## src/verilog/drl_regs.svh

```systemverilog
`ifndef DRL_REGS_SVH
`define DRL_REGS_SVH

// Time base
`define DRL_CLK_PERIOD_PS   5000
`define DRL_MS_PS           1000000000
`define DRL_MS_CYCLES       (`DRL_MS_PS / `DRL_CLK_PERIOD_PS)
`define DRL_MS_CNT_W        18

// Channel counts and widths
`define DRL_NUM_IN          12
`define DRL_NUM_OUT         8
`define DRL_MS_W            16
`define DRL_OCC_W           7

// Default and limit values
`define DRL_TOGGLE_DEF_MS   16'h01F4
`define DRL_OCC_MAX         7'h7F
`define DRL_FMI_LAST_RANGE  5'h15
`define DRL_FMI_EXISTS      5'h1F

`endif

```

## src/verilog/drl_pkg.sv

```systemverilog
package drl_pkg;

    typedef enum logic [1:0] {
        DRL_IN_NORMAL  = 2'h0,
        DRL_IN_INVERSE = 2'h1,
        DRL_IN_LATCHED = 2'h2
    } drl_in_type_t;

    typedef enum logic [2:0] {
        DRL_OUT_NONE     = 3'h0,
        DRL_OUT_NORMAL   = 3'h1,
        DRL_OUT_INVERSE  = 3'h2,
        DRL_OUT_LATCHED  = 3'h3,
        DRL_OUT_ILATCHED = 3'h4,
        DRL_OUT_TOGGLE   = 3'h5
    } drl_out_type_t;

    typedef enum logic [1:0] {
        DRL_LAMP_PROTECT = 2'h0,
        DRL_LAMP_AMBER   = 2'h1,
        DRL_LAMP_RED     = 2'h2,
        DRL_LAMP_MALF    = 2'h3
    } drl_lamp_t;

    typedef enum {
        DRL_F_IDLE,
        DRL_F_PEND,
        DRL_F_ACTIVE,
        DRL_F_CLEARING
    } drl_fault_t;

endpackage : drl_pkg

```

## src/verilog/drl_debounce.sv

```systemverilog
`timescale 1ns/1ps
`default_nettype none
`include "drl_regs.svh"

module drl_debounce
    import drl_pkg::*;
(
    // Clock and reset
    input  wire logic                  clk,
    input  wire logic                  rst_n,
    // Time base and setting
    input  wire logic                  ms_tick,
    input  wire logic [`DRL_MS_W-1:0]  debounce_ms,
    // Level
    input  wire logic                  raw,
    output logic                       level
);

    logic [`DRL_MS_W-1:0] hold_ms;

    // Time the raw level has differed from the accepted one
    always_ff @(posedge clk or negedge rst_n) begin
        if (!rst_n) begin
            hold_ms <= '0;
        end else if (raw == level) begin
            hold_ms <= '0;
        end else if (ms_tick && hold_ms != '1) begin
            hold_ms <= hold_ms + `DRL_MS_W'(1);
        end
    end

    // Accept only after the full debounce time
    always_ff @(posedge clk or negedge rst_n) begin
        if (!rst_n) begin
            level <= 1'b1;
        end else if (raw != level && hold_ms >= debounce_ms) begin
            level <= raw;
        end
    end

    AST_DEB_HOLD: assert property (
        @(posedge clk) disable iff (!rst_n)
        (raw != level && hold_ms < debounce_ms) |=> $stable(level))
        else $error("debounce accepted level too early");

endmodule : drl_debounce
`default_nettype wire

```

## src/verilog/drl_core.sv

```systemverilog
// Function
// - Per-input polarity: 0 active high, 1 active low of pin level; code reads low pin as ON for 0, high pin as ON for 1.
// - Default polarity with pull-up: grounded pin reads as ON.
// - Each input has a configurable debounce time filtering noise.
// - Input type: 0 normal, 1 inverse, 2 latched; normal default.
// - Normal input: state is 1 while ON, 0 while OFF.
// - Inverse input: state is 0 while ON, 1 while OFF.
// - Latched input: state toggles on every OFF-to-ON transition only.
// - Trouble code raised by ON only when generate flag is true.
// - Without request-only clearing, code clears once input no longer ON.
// - Request-only clearing: DM11 clears if not ON; count kept.
// - Occurrence count resets only when a DM3 request arrives.
// - Lamp field: 0 protect, 1 amber, 2 red, 3 malfunction.
// - Failure mode identifier accepts 0 to 21 and 31.
// - Code becomes active after configurable send delay in ms.
// - Input OFF before send delay ends: code never becomes active.
// - Active code clears after separate clear delay once input OFF.
// - Eight relays, each common to normally-open or normally-closed.
// - Relay type: 0 none,1 normal,2 inverse,3 latch,4 inv latch,5 toggle.
// - Inverse relay: open side when source ON, closed side when OFF.
// - Latched relay toggles contact on each source OFF-to-ON.
// - Inverse latched relay toggles contact on each source ON-to-OFF.
// - Toggle relay alternates continuously, each state configurable ms.
`timescale 1ns/1ps
`default_nettype none
`include "drl_regs.svh"

module drl_core
    import drl_pkg::*;
#(
    parameter int unsigned MS_CYCLES = `DRL_MS_CYCLES
)(
    // Clock and reset
    input  wire logic                                    clk,
    input  wire logic                                    resetn,
    // Input pins
    input  wire logic [`DRL_NUM_IN-1:0]                  in_pin,
    // Input configuration
    input  wire logic [`DRL_NUM_IN-1:0]                  in_active_low,
    input  wire logic [`DRL_NUM_IN-1:0][`DRL_MS_W-1:0]   in_debounce_ms,
    input  wire logic [`DRL_NUM_IN-1:0][1:0]             in_type,
    // Fault configuration
    input  wire logic [`DRL_NUM_IN-1:0]                  fault_code_generate_flag,
    input  wire logic [`DRL_NUM_IN-1:0]                  clear_on_request_only_flag,
    input  wire logic [`DRL_NUM_IN-1:0][`DRL_MS_W-1:0]   fault_send_delay,
    input  wire logic [`DRL_NUM_IN-1:0][`DRL_MS_W-1:0]   fault_clear_delay,
    input  wire logic [`DRL_NUM_IN-1:0][1:0]             fault_lamp_select,
    input  wire logic [`DRL_NUM_IN-1:0][4:0]             fault_mode_select,
    // Network requests
    input  wire logic                                    dm11_request,
    input  wire logic                                    dm3_request,
    // Input results
    output logic [`DRL_NUM_IN-1:0]                       input_state,
    output logic [`DRL_NUM_IN-1:0]                       fault_active,
    output logic [`DRL_NUM_IN-1:0][1:0]                  fault_lamp,
    output logic [`DRL_NUM_IN-1:0][4:0]                  fault_mode,
    output logic [`DRL_NUM_IN-1:0][`DRL_OCC_W-1:0]       fault_count,
    // Relay configuration
    input  wire logic [`DRL_NUM_OUT-1:0]                 relay_source,
    input  wire logic [`DRL_NUM_OUT-1:0][2:0]            relay_type,
    input  wire logic [`DRL_NUM_OUT-1:0][`DRL_MS_W-1:0]  relay_toggle_ms,
    // Relay contacts, 1 joins common to normally-open
    output logic [`DRL_NUM_OUT-1:0]                      relay_to_open
);

    logic [1:0]                           rst_sync;
    logic                                 rst_n;
    logic [`DRL_NUM_IN-1:0]               pin_meta;
    logic [`DRL_NUM_IN-1:0]               pin_sync;
    logic [`DRL_NUM_IN-1:0]               pin_db;
    logic [`DRL_NUM_IN-1:0]               on;
    logic [`DRL_NUM_IN-1:0]               on_prev;
    logic                                 on_valid;
    logic [`DRL_MS_CNT_W-1:0]             ms_cnt;
    logic                                 ms_tick;
    drl_fault_t                           fstate [`DRL_NUM_IN];
    drl_fault_t                           next_fstate [`DRL_NUM_IN];
    logic [`DRL_NUM_IN-1:0][`DRL_MS_W-1:0] fault_ms;
    logic [`DRL_NUM_IN-1:0]               next_active;
    logic [`DRL_NUM_IN-1:0]               raise;
    logic [`DRL_NUM_OUT-1:0]              src_prev;
    logic [`DRL_NUM_OUT-1:0][`DRL_MS_W-1:0] tog_ms;

    function automatic logic [`DRL_MS_W-1:0] ms_step(
        input logic [`DRL_MS_W-1:0] v,
        input logic                 tick
    );
        ms_step = (tick && v != '1) ? v + `DRL_MS_W'(1) : v;
    endfunction : ms_step

    // Reset release
    always_ff @(posedge clk or negedge resetn) begin
        if (!resetn) begin
            rst_sync <= 2'h0;
        end else begin
            rst_sync <= {rst_sync[0], 1'b1};
        end
    end
    assign rst_n = rst_sync[1];

    // Pin synchroniser
    always_ff @(posedge clk or negedge rst_n) begin
        if (!rst_n) begin
            pin_meta <= '1;
            pin_sync <= '1;
        end else begin
            pin_meta <= in_pin;
            pin_sync <= pin_meta;
        end
    end

    // Millisecond time base
    always_ff @(posedge clk or negedge rst_n) begin
        if (!rst_n) begin
            ms_cnt  <= '0;
            ms_tick <= 1'b0;
        end else if (ms_cnt >= `DRL_MS_CNT_W'(MS_CYCLES - 1)) begin
            ms_cnt  <= '0;
            ms_tick <= 1'b1;
        end else begin
            ms_cnt  <= ms_cnt + `DRL_MS_CNT_W'(1);
            ms_tick <= 1'b0;
        end
    end

    for (genvar i = 0; i < `DRL_NUM_IN; i++) begin : g_deb
        drl_debounce u_deb (
            .clk         (clk),
            .rst_n       (rst_n),
            .ms_tick     (ms_tick),
            .debounce_ms (in_debounce_ms[i]),
            .raw         (pin_sync[i]),
            .level       (pin_db[i])
        );
    end

    // Low pin means ON when active high
    assign on = ~(pin_db ^ in_active_low);

    // Input state mapping
    always_ff @(posedge clk or negedge rst_n) begin
        if (!rst_n) begin
            input_state <= '0;
            on_prev     <= '0;
            on_valid    <= 1'b0;
        end else begin
            on_prev  <= on;
            on_valid <= 1'b1;
            for (int i = 0; i < `DRL_NUM_IN; i++) begin
                case (drl_in_type_t'(in_type[i]))
                    DRL_IN_NORMAL:  input_state[i] <= on[i];
                    DRL_IN_INVERSE: input_state[i] <= ~on[i];
                    DRL_IN_LATCHED: begin
                        if (on[i] && !on_prev[i] && on_valid) begin
                            input_state[i] <= ~input_state[i];
                        end
                    end
                    default:        input_state[i] <= on[i];
                endcase
            end
        end
    end

    // Fault sequencing
    always_comb begin
        raise = '0;
        for (int i = 0; i < `DRL_NUM_IN; i++) begin
            next_fstate[i] = fstate[i];
            case (fstate[i])
                DRL_F_IDLE: begin
                    if (fault_code_generate_flag[i] && on[i]) begin
                        next_fstate[i] = DRL_F_PEND;
                    end
                end
                DRL_F_PEND: begin
                    if (!on[i]) begin
                        next_fstate[i] = DRL_F_IDLE;
                    end else if (fault_ms[i] >= fault_send_delay[i]) begin
                        next_fstate[i] = DRL_F_ACTIVE;
                        raise[i]       = 1'b1;
                    end
                end
                DRL_F_ACTIVE: begin
                    if (clear_on_request_only_flag[i]) begin
                        if (dm11_request && !on[i]) begin
                            next_fstate[i] = DRL_F_IDLE;
                        end
                    end else if (!on[i]) begin
                        next_fstate[i] = DRL_F_CLEARING;
                    end
                end
                DRL_F_CLEARING: begin
                    if (on[i]) begin
                        next_fstate[i] = DRL_F_ACTIVE;
                    end else if (fault_ms[i] >= fault_clear_delay[i]) begin
                        next_fstate[i] = DRL_F_IDLE;
                    end
                end
                default: next_fstate[i] = DRL_F_IDLE;
            endcase
            if (!fault_code_generate_flag[i]) begin
                next_fstate[i] = DRL_F_IDLE;
                raise[i]       = 1'b0;
            end
            next_active[i] = (next_fstate[i] == DRL_F_ACTIVE) ||
                             (next_fstate[i] == DRL_F_CLEARING);
        end
    end

    always_ff @(posedge clk or negedge rst_n) begin
        if (!rst_n) begin
            for (int i = 0; i < `DRL_NUM_IN; i++) begin
                fstate[i] <= DRL_F_IDLE;
            end
            fault_ms     <= '0;
            fault_active <= '0;
        end else begin
            fault_active <= next_active;
            for (int i = 0; i < `DRL_NUM_IN; i++) begin
                fstate[i] <= next_fstate[i];
                if (next_fstate[i] != fstate[i]) begin
                    fault_ms[i] <= '0;
                end else begin
                    fault_ms[i] <= ms_step(fault_ms[i], ms_tick);
                end
            end
        end
    end

    // Occurrence count, a new occurrence wins over DM3
    always_ff @(posedge clk or negedge rst_n) begin
        if (!rst_n) begin
            fault_count <= '0;
        end else begin
            for (int i = 0; i < `DRL_NUM_IN; i++) begin
                if (raise[i]) begin
                    if (dm3_request) begin
                        fault_count[i] <= `DRL_OCC_W'(1);
                    end else if (fault_count[i] != `DRL_OCC_MAX) begin
                        fault_count[i] <= fault_count[i] + `DRL_OCC_W'(1);
                    end
                end else if (dm3_request) begin
                    fault_count[i] <= '0;
                end
            end
        end
    end

    // Reported lamp and failure mode
    always_ff @(posedge clk or negedge rst_n) begin
        if (!rst_n) begin
            fault_lamp <= '0;
            fault_mode <= '0;
        end else begin
            for (int i = 0; i < `DRL_NUM_IN; i++) begin
                fault_lamp[i] <= fault_lamp_select[i];
                if (fault_mode_select[i] <= `DRL_FMI_LAST_RANGE) begin
                    fault_mode[i] <= fault_mode_select[i];
                end else begin
                    fault_mode[i] <= `DRL_FMI_EXISTS;
                end
            end
        end
    end

    // Relay contacts
    always_ff @(posedge clk or negedge rst_n) begin
        if (!rst_n) begin
            relay_to_open <= '0;
            src_prev      <= '0;
            tog_ms        <= '0;
        end else begin
            src_prev <= relay_source;
            for (int k = 0; k < `DRL_NUM_OUT; k++) begin
                tog_ms[k] <= '0;
                case (drl_out_type_t'(relay_type[k]))
                    DRL_OUT_NONE:    relay_to_open[k] <= 1'b0;
                    DRL_OUT_NORMAL:  relay_to_open[k] <= relay_source[k];
                    DRL_OUT_INVERSE: relay_to_open[k] <= relay_source[k];
                    DRL_OUT_LATCHED: begin
                        if (relay_source[k] && !src_prev[k]) begin
                            relay_to_open[k] <= ~relay_to_open[k];
                        end
                    end
                    DRL_OUT_ILATCHED: begin
                        if (!relay_source[k] && src_prev[k]) begin
                            relay_to_open[k] <= ~relay_to_open[k];
                        end
                    end
                    DRL_OUT_TOGGLE: begin
                        if (ms_tick && tog_ms[k] + `DRL_MS_W'(1)
                                >= relay_toggle_ms[k]) begin
                            relay_to_open[k] <= ~relay_to_open[k];
                        end else begin
                            tog_ms[k] <= ms_step(tog_ms[k], ms_tick);
                        end
                    end
                    default:         relay_to_open[k] <= 1'b0;
                endcase
            end
        end
    end

    for (genvar i = 0; i < `DRL_NUM_IN; i++) begin : g_ast_in
        AST_IN_NORMAL: assert property (
            @(posedge clk) disable iff (!rst_n)
            (in_type[i] == 2'h0) |=> (input_state[i] == $past(on[i])))
            else $error("normal input state wrong");
        AST_IN_INVERSE: assert property (
            @(posedge clk) disable iff (!rst_n)
            (in_type[i] == 2'h1) |=> (input_state[i] != $past(on[i])))
            else $error("inverse input state wrong");
        AST_IN_LATCH: assert property (
            @(posedge clk) disable iff (!rst_n)
            (in_type[i] == 2'h2 && !(on[i] && !on_prev[i]))
            |=> $stable(input_state[i]))
            else $error("latched input changed without rising edge");
        AST_NO_GEN: assert property (
            @(posedge clk) disable iff (!rst_n)
            !fault_code_generate_flag[i] |=> !fault_active[i])
            else $error("fault raised with generation off");
        AST_EARLY_OFF: assert property (
            @(posedge clk) disable iff (!rst_n)
            (fstate[i] == DRL_F_PEND && !on[i]) |=> !fault_active[i])
            else $error("fault activated after early release");
        AST_DM11_KEEP: assert property (
            @(posedge clk) disable iff (!rst_n)
            (fstate[i] == DRL_F_ACTIVE && clear_on_request_only_flag[i]
             && !dm11_request && !dm3_request && fault_code_generate_flag[i])
            |=> fault_active[i] && $stable(fault_count[i]))
            else $error("fault cleared without DM11");
        AST_DM3_CLEAR: assert property (
            @(posedge clk) disable iff (!rst_n)
            dm3_request |=> (fault_count[i] <= `DRL_OCC_W'(1)))
            else $error("count not reset by DM3");
    end

    for (genvar k = 0; k < `DRL_NUM_OUT; k++) begin : g_ast_out
        AST_RLY_NONE: assert property (
            @(posedge clk) disable iff (!rst_n)
            (relay_type[k] == 3'h0) |=> !relay_to_open[k])
            else $error("unused relay not at rest");
        AST_RLY_NORMAL: assert property (
            @(posedge clk) disable iff (!rst_n)
            (relay_type[k] == 3'h1)
            |=> relay_to_open[k] == $past(relay_source[k]))
            else $error("normal relay wrong side");
        AST_RLY_INVERSE: assert property (
            @(posedge clk) disable iff (!rst_n)
            (relay_type[k] == 3'h2)
            |=> relay_to_open[k] == $past(relay_source[k]))
            else $error("inverse relay wrong side");
        AST_RLY_LATCH: assert property (
            @(posedge clk) disable iff (!rst_n)
            (relay_type[k] == 3'h3 && relay_source[k] && !src_prev[k])
            |=> relay_to_open[k] != $past(relay_to_open[k]))
            else $error("latched relay missed toggle");
        AST_RLY_ILATCH: assert property (
            @(posedge clk) disable iff (!rst_n)
            (relay_type[k] == 3'h4 && !relay_source[k] && src_prev[k])
            |=> relay_to_open[k] != $past(relay_to_open[k]))
            else $error("inverse latched relay missed toggle");
    end

endmodule : drl_core
`default_nettype wire

```

## config.mk

```make
export PLATFORM = sky130hd
export DESIGN_NAME = drl_core
export DESIGN_NICKNAME = d
export VERILOG_FILES = /design/src/verilog/drl_pkg.sv /design/src/verilog/drl_debounce.sv /design/src/verilog/drl_core.sv
export VERILOG_INCLUDE_DIRS = /design/src /design/src/verilog
export SDC_FILE = /design/constraint.sdc
export NUM_CORES = 2
export LEC_CHECK = 0
export ABC_AREA = 1
export BUFFER_PORTS_ARGS = -buffer_cell sky130_fd_sc_hd__buf_4
export CORE_MARGIN = 3
export CORE_UTILIZATION = 44
export DETAILED_ROUTE_END_ITERATION = 12
export GPL_TIMING_DRIVEN = 1
export MAX_ROUTING_LAYER = met4
export SYNTH_ARGS = -nofsm -noshare
export SYNTH_HDL_FRONTEND = slang
export SYNTH_HIERARCHICAL = 1
export SYNTH_SLANG_ARGS = --single-unit
export TNS_END_PERCENT = 10
```

## constraint.sdc

```tcl
create_clock -name clk -period 40.4 [get_ports clk]
set_input_delay 4.04 -clock clk [delete_from_list [all_inputs] [get_ports clk]]
set_output_delay 4.04 -clock clk [all_outputs]
set_load 0.01 [all_outputs]
```

==> flow_summary.ini <==
[die]
rows = 152
core_area_mm2 = 0.172
die_h_um = 423
initial_core_util = 0.444
die-area_mm2 = 0.179
ios = 1096
die_w_um = 423

[critical_path]
crit_slowest_cell = nand2_1
ff2ff_path_depth = 4
required_ps = 41010
critical_path_class = input pin to flop
endpoint_kind = flop
cp-start-kind = input pin
critPathArrivalTime_ps = 6410
crit_fanout = 16
critical_path.cell_chain = buf_4 -> inv_1 -> ha_1 -> nand2_1 -> nor2_1 -> nor3b_1 -> nand2_1 -> nand3b_1 -> nand2_1 -> nand2_1 -> nand2_1 -> nand2_1 -> nand2_1 -> nand2_1 -> nor3_1
slowest_delay_ps = 590
crit_top_cell = nand2_1
rrSetupSlack_ps = 36110

[layout]
final_common_cell = nand2_1
mostFrequentLayoutCells = nand2_1 (2,298), inv_1 (1,718), dfrtp_1 (1,136), buf_4 (1,106), nor2_1 (1,009)
drive_gt1_frac = 0.161
area_growth_syn_to_layout_pct = 22.3
layout.nets = 13000
final_util = 0.543

[global_route]
grt.overflow.total = 0
grt_max_degree = 174
antenna_found_initial = 46
grt_pass1_vias = 65200
grtUsageTotal = 0.255
grt_pass1_wl_um = 352000

[placement]
place_hpwl_um = 178000
gp_congestion = 0.964
dp_slack_ps = 33770
portBuffers = 1095

[logic_synthesis]
synth_edf_count = 0
yosys_warnings = 6
ys_seq_elements = 1174
netlist_area_mm2 = 0.0763
synthArstFlopShare = 1.00
ys.flop_type = dfrtp_1
syn_inst = 9811
syn_avg_cell_area_um2 = 7.78
synth.distinct_cells = 80
ys_seq_area_frac = 0.385

[clock_tree]
clock-root-buffer = clkbuf_16
cts_made_buffers = 142
cts_sinks = 1174
postCtsSetupBuffers = 0
clock_latency_ps = 780
cts_resized = 0
cts_buffer_depth = 3
holdBufCountCts = 0
cts_tree = done
cts.clk_slew.worst_paths_ps = 60
cts_htree_levels = 4

[timing]
rsz0062_at_grt = false
tightestPinTransition_ps = 1060
slew_viol_final = 0
setup_ws_ps = 34600
setup_tns_ps = 0
slew_headroom = 0.292
min_period_ps = 5800
hold_slack_ps = 351
skew_ps = 26.5
fmax_mhz = 172
hold_violations = 0
period_share = 0.144
setup_viol = 0

[routing]
wl_per_cell_um = 16.3
dr.pass1.iters = 5
antenna_left = 0
drt_iter0_drc = 3838
finalWirelength_um = 224000
avgViaCountPerCell = 4.84
routed-via-count = 66700
drc = 0

[power]
worst_ir_drop_vdd_mv = 0.0391
powerDensity_mw_per_mm2 = 29.9
p_leak_nw = 49.4
power_mw = 2.80

[worst_hold_path]
min_path_type = flop to flop
min_path_cells = 0

[flow_run]
maxCapViolCount = 0

[status]
status = completed
cell families (layout without fill, tap and decap cells):
kind of cell    Yosys count  in the layout  synth area share
simple gates           4632           4632             0.275
buf+inv                1888           3160            0.0972
flops                  1174           1174             0.385
compound gates          975            975            0.0723
fa+ha+maj               773            773             0.127
xor+xnor                355            355            0.0419
mux                      12             12           0.00157
other cells               2            404         0.0000984
cell usage after synthesis, types with 9 or more instances:
| cell | n | area, um2 |
|---|---|---|
| clkinv_4 | 10 | 87.6 |
| ha_1 | 773 | 9670 |
| nor3_1 | 196 | 981 |
| buf_2 | 25 | 125 |
| a31oi_1 | 22 | 138 |
| o21bai_1 | 27 | 203 |
| nor2_4 | 10 | 113 |
| dfstp_2 | 36 | 946 |
| o21a_1 | 20 | 150 |
| o21ai_1 | 54 | 270 |
| or2_1 | 10 | 62.6 |
| nand2_4 | 19 | 214 |
| o21ai_0 | 264 | 1320 |
| xor2_1 | 277 | 2430 |
| or2_2 | 10 | 62.6 |
| a21o_1 | 9 | 67.6 |
| buf_4 | 11 | 82.6 |
| a221o_1 | 12 | 120 |
| clkbuf_1 | 33 | 124 |
| nor3_4 | 12 | 195 |
| nor4_1 | 33 | 206 |
| nand3_1 | 489 | 2450 |
| buf_6 | 26 | 293 |
| o211ai_1 | 13 | 97.6 |
| nor2_2 | 55 | 344 |
| inv_2 | 52 | 195 |
| nor3b_2 | 13 | 163 |
| nor3b_1 | 10 | 75.1 |
| nand3b_1 | 11 | 82.6 |
| xnor2_1 | 66 | 578 |
| and2_1 | 20 | 125 |
| o22ai_1 | 17 | 106 |
| a211oi_1 | 49 | 368 |
| a21oi_1 | 428 | 2140 |
| mux2i_1 | 12 | 120 |
| inv_1 | 1719 | 6450 |
| nand4_1 | 185 | 1160 |
| xnor2_2 | 12 | 195 |
| o31ai_1 | 25 | 188 |
| nor3_2 | 138 | 1380 |
| nand2_2 | 51 | 319 |
| nand2_1 | 2298 | 8630 |
| dfrtp_1 | 1138 | 28500 |
| nand3_2 | 40 | 400 |
| nor2_1 | 1009 | 3790 |
flip-flops by register name, indices dropped and copies added (netlist names):
name,count
ms_tick,1
on_valid,1
ms_cnt,18
fault_lamp,24
pin_meta,12
fault_mode,60
relay_to_open,8
input_state,12
g_deb.u_deb/hold_ms,192
tog_ms,128
fstate,384
on_prev,12
fault_count,84
pin_sync,12
fault_active,12
fault_ms,192
g_deb.u_deb/level,12
rst_sync,2
src_prev,8
critical path, delay by kind of cell:
kind,cells,cell delay (ps)
buf+inv,2,110
simple gates,12,1970
fa+ha+maj,1,290
per-stage QoR:
| step | instance area [um2] | instances |
|---|---|---|
| CTS | 93300 | 13800 |
| floorplan | 77700 | 10200 |
| detailed placement | 88300 | 13500 |
| global placement | 88300 | 13500 |
| finish | 93400 | 13800 |
| global route | 93400 | 13800 |
worst paths after layout:
| check | start | end |
|---|---|---|
| min in group asynchronous | rst_sync[1] | fault_lamp[14] |
| max | fault_clear_delay[31] | fault_ms[20] |
| min | rst_sync[0] | rst_sync[1] |
| min reg2reg | rst_sync[0] | rst_sync[1] |
| max in group asynchronous | rst_sync[1] | fault_mode[40] |
| max reg2reg | rst_sync[1] | fault_mode[40] |
where the power goes:
| part | leakage, nW | internal (mW) | switching [mW] |
|---|---|---|---|
| clock | 2.41 | 0.803 | 0.531 |
| combinational | 31.9 | 0.106 | 0.135 |
| sequential | 15.1 | 1.21 | 0.0134 |
metal layers:
metal	vias up	track usage	share of wire	routed length, um
met4	0	0.137	0.054	12200
met1	30900	0.302	0.42	94300
met5	-	-	0	0
met2	1411	0.422	0.49	109000
met3	413	0.0317	0.038	8490
li1	34000	-	-	-
final cells by class:
cell class                 count  area [um2]
clock buffer                 204        4190
tap                         2310        2890
antenna                       42         105
timing repair buffer        1112        8420
multi-input combinational   7109       40800
sequential                  1174       29400
inverter                    1785        6760
clock inverter                59         731
fill                       16400       78600
(Power assumes the default switching activity.)
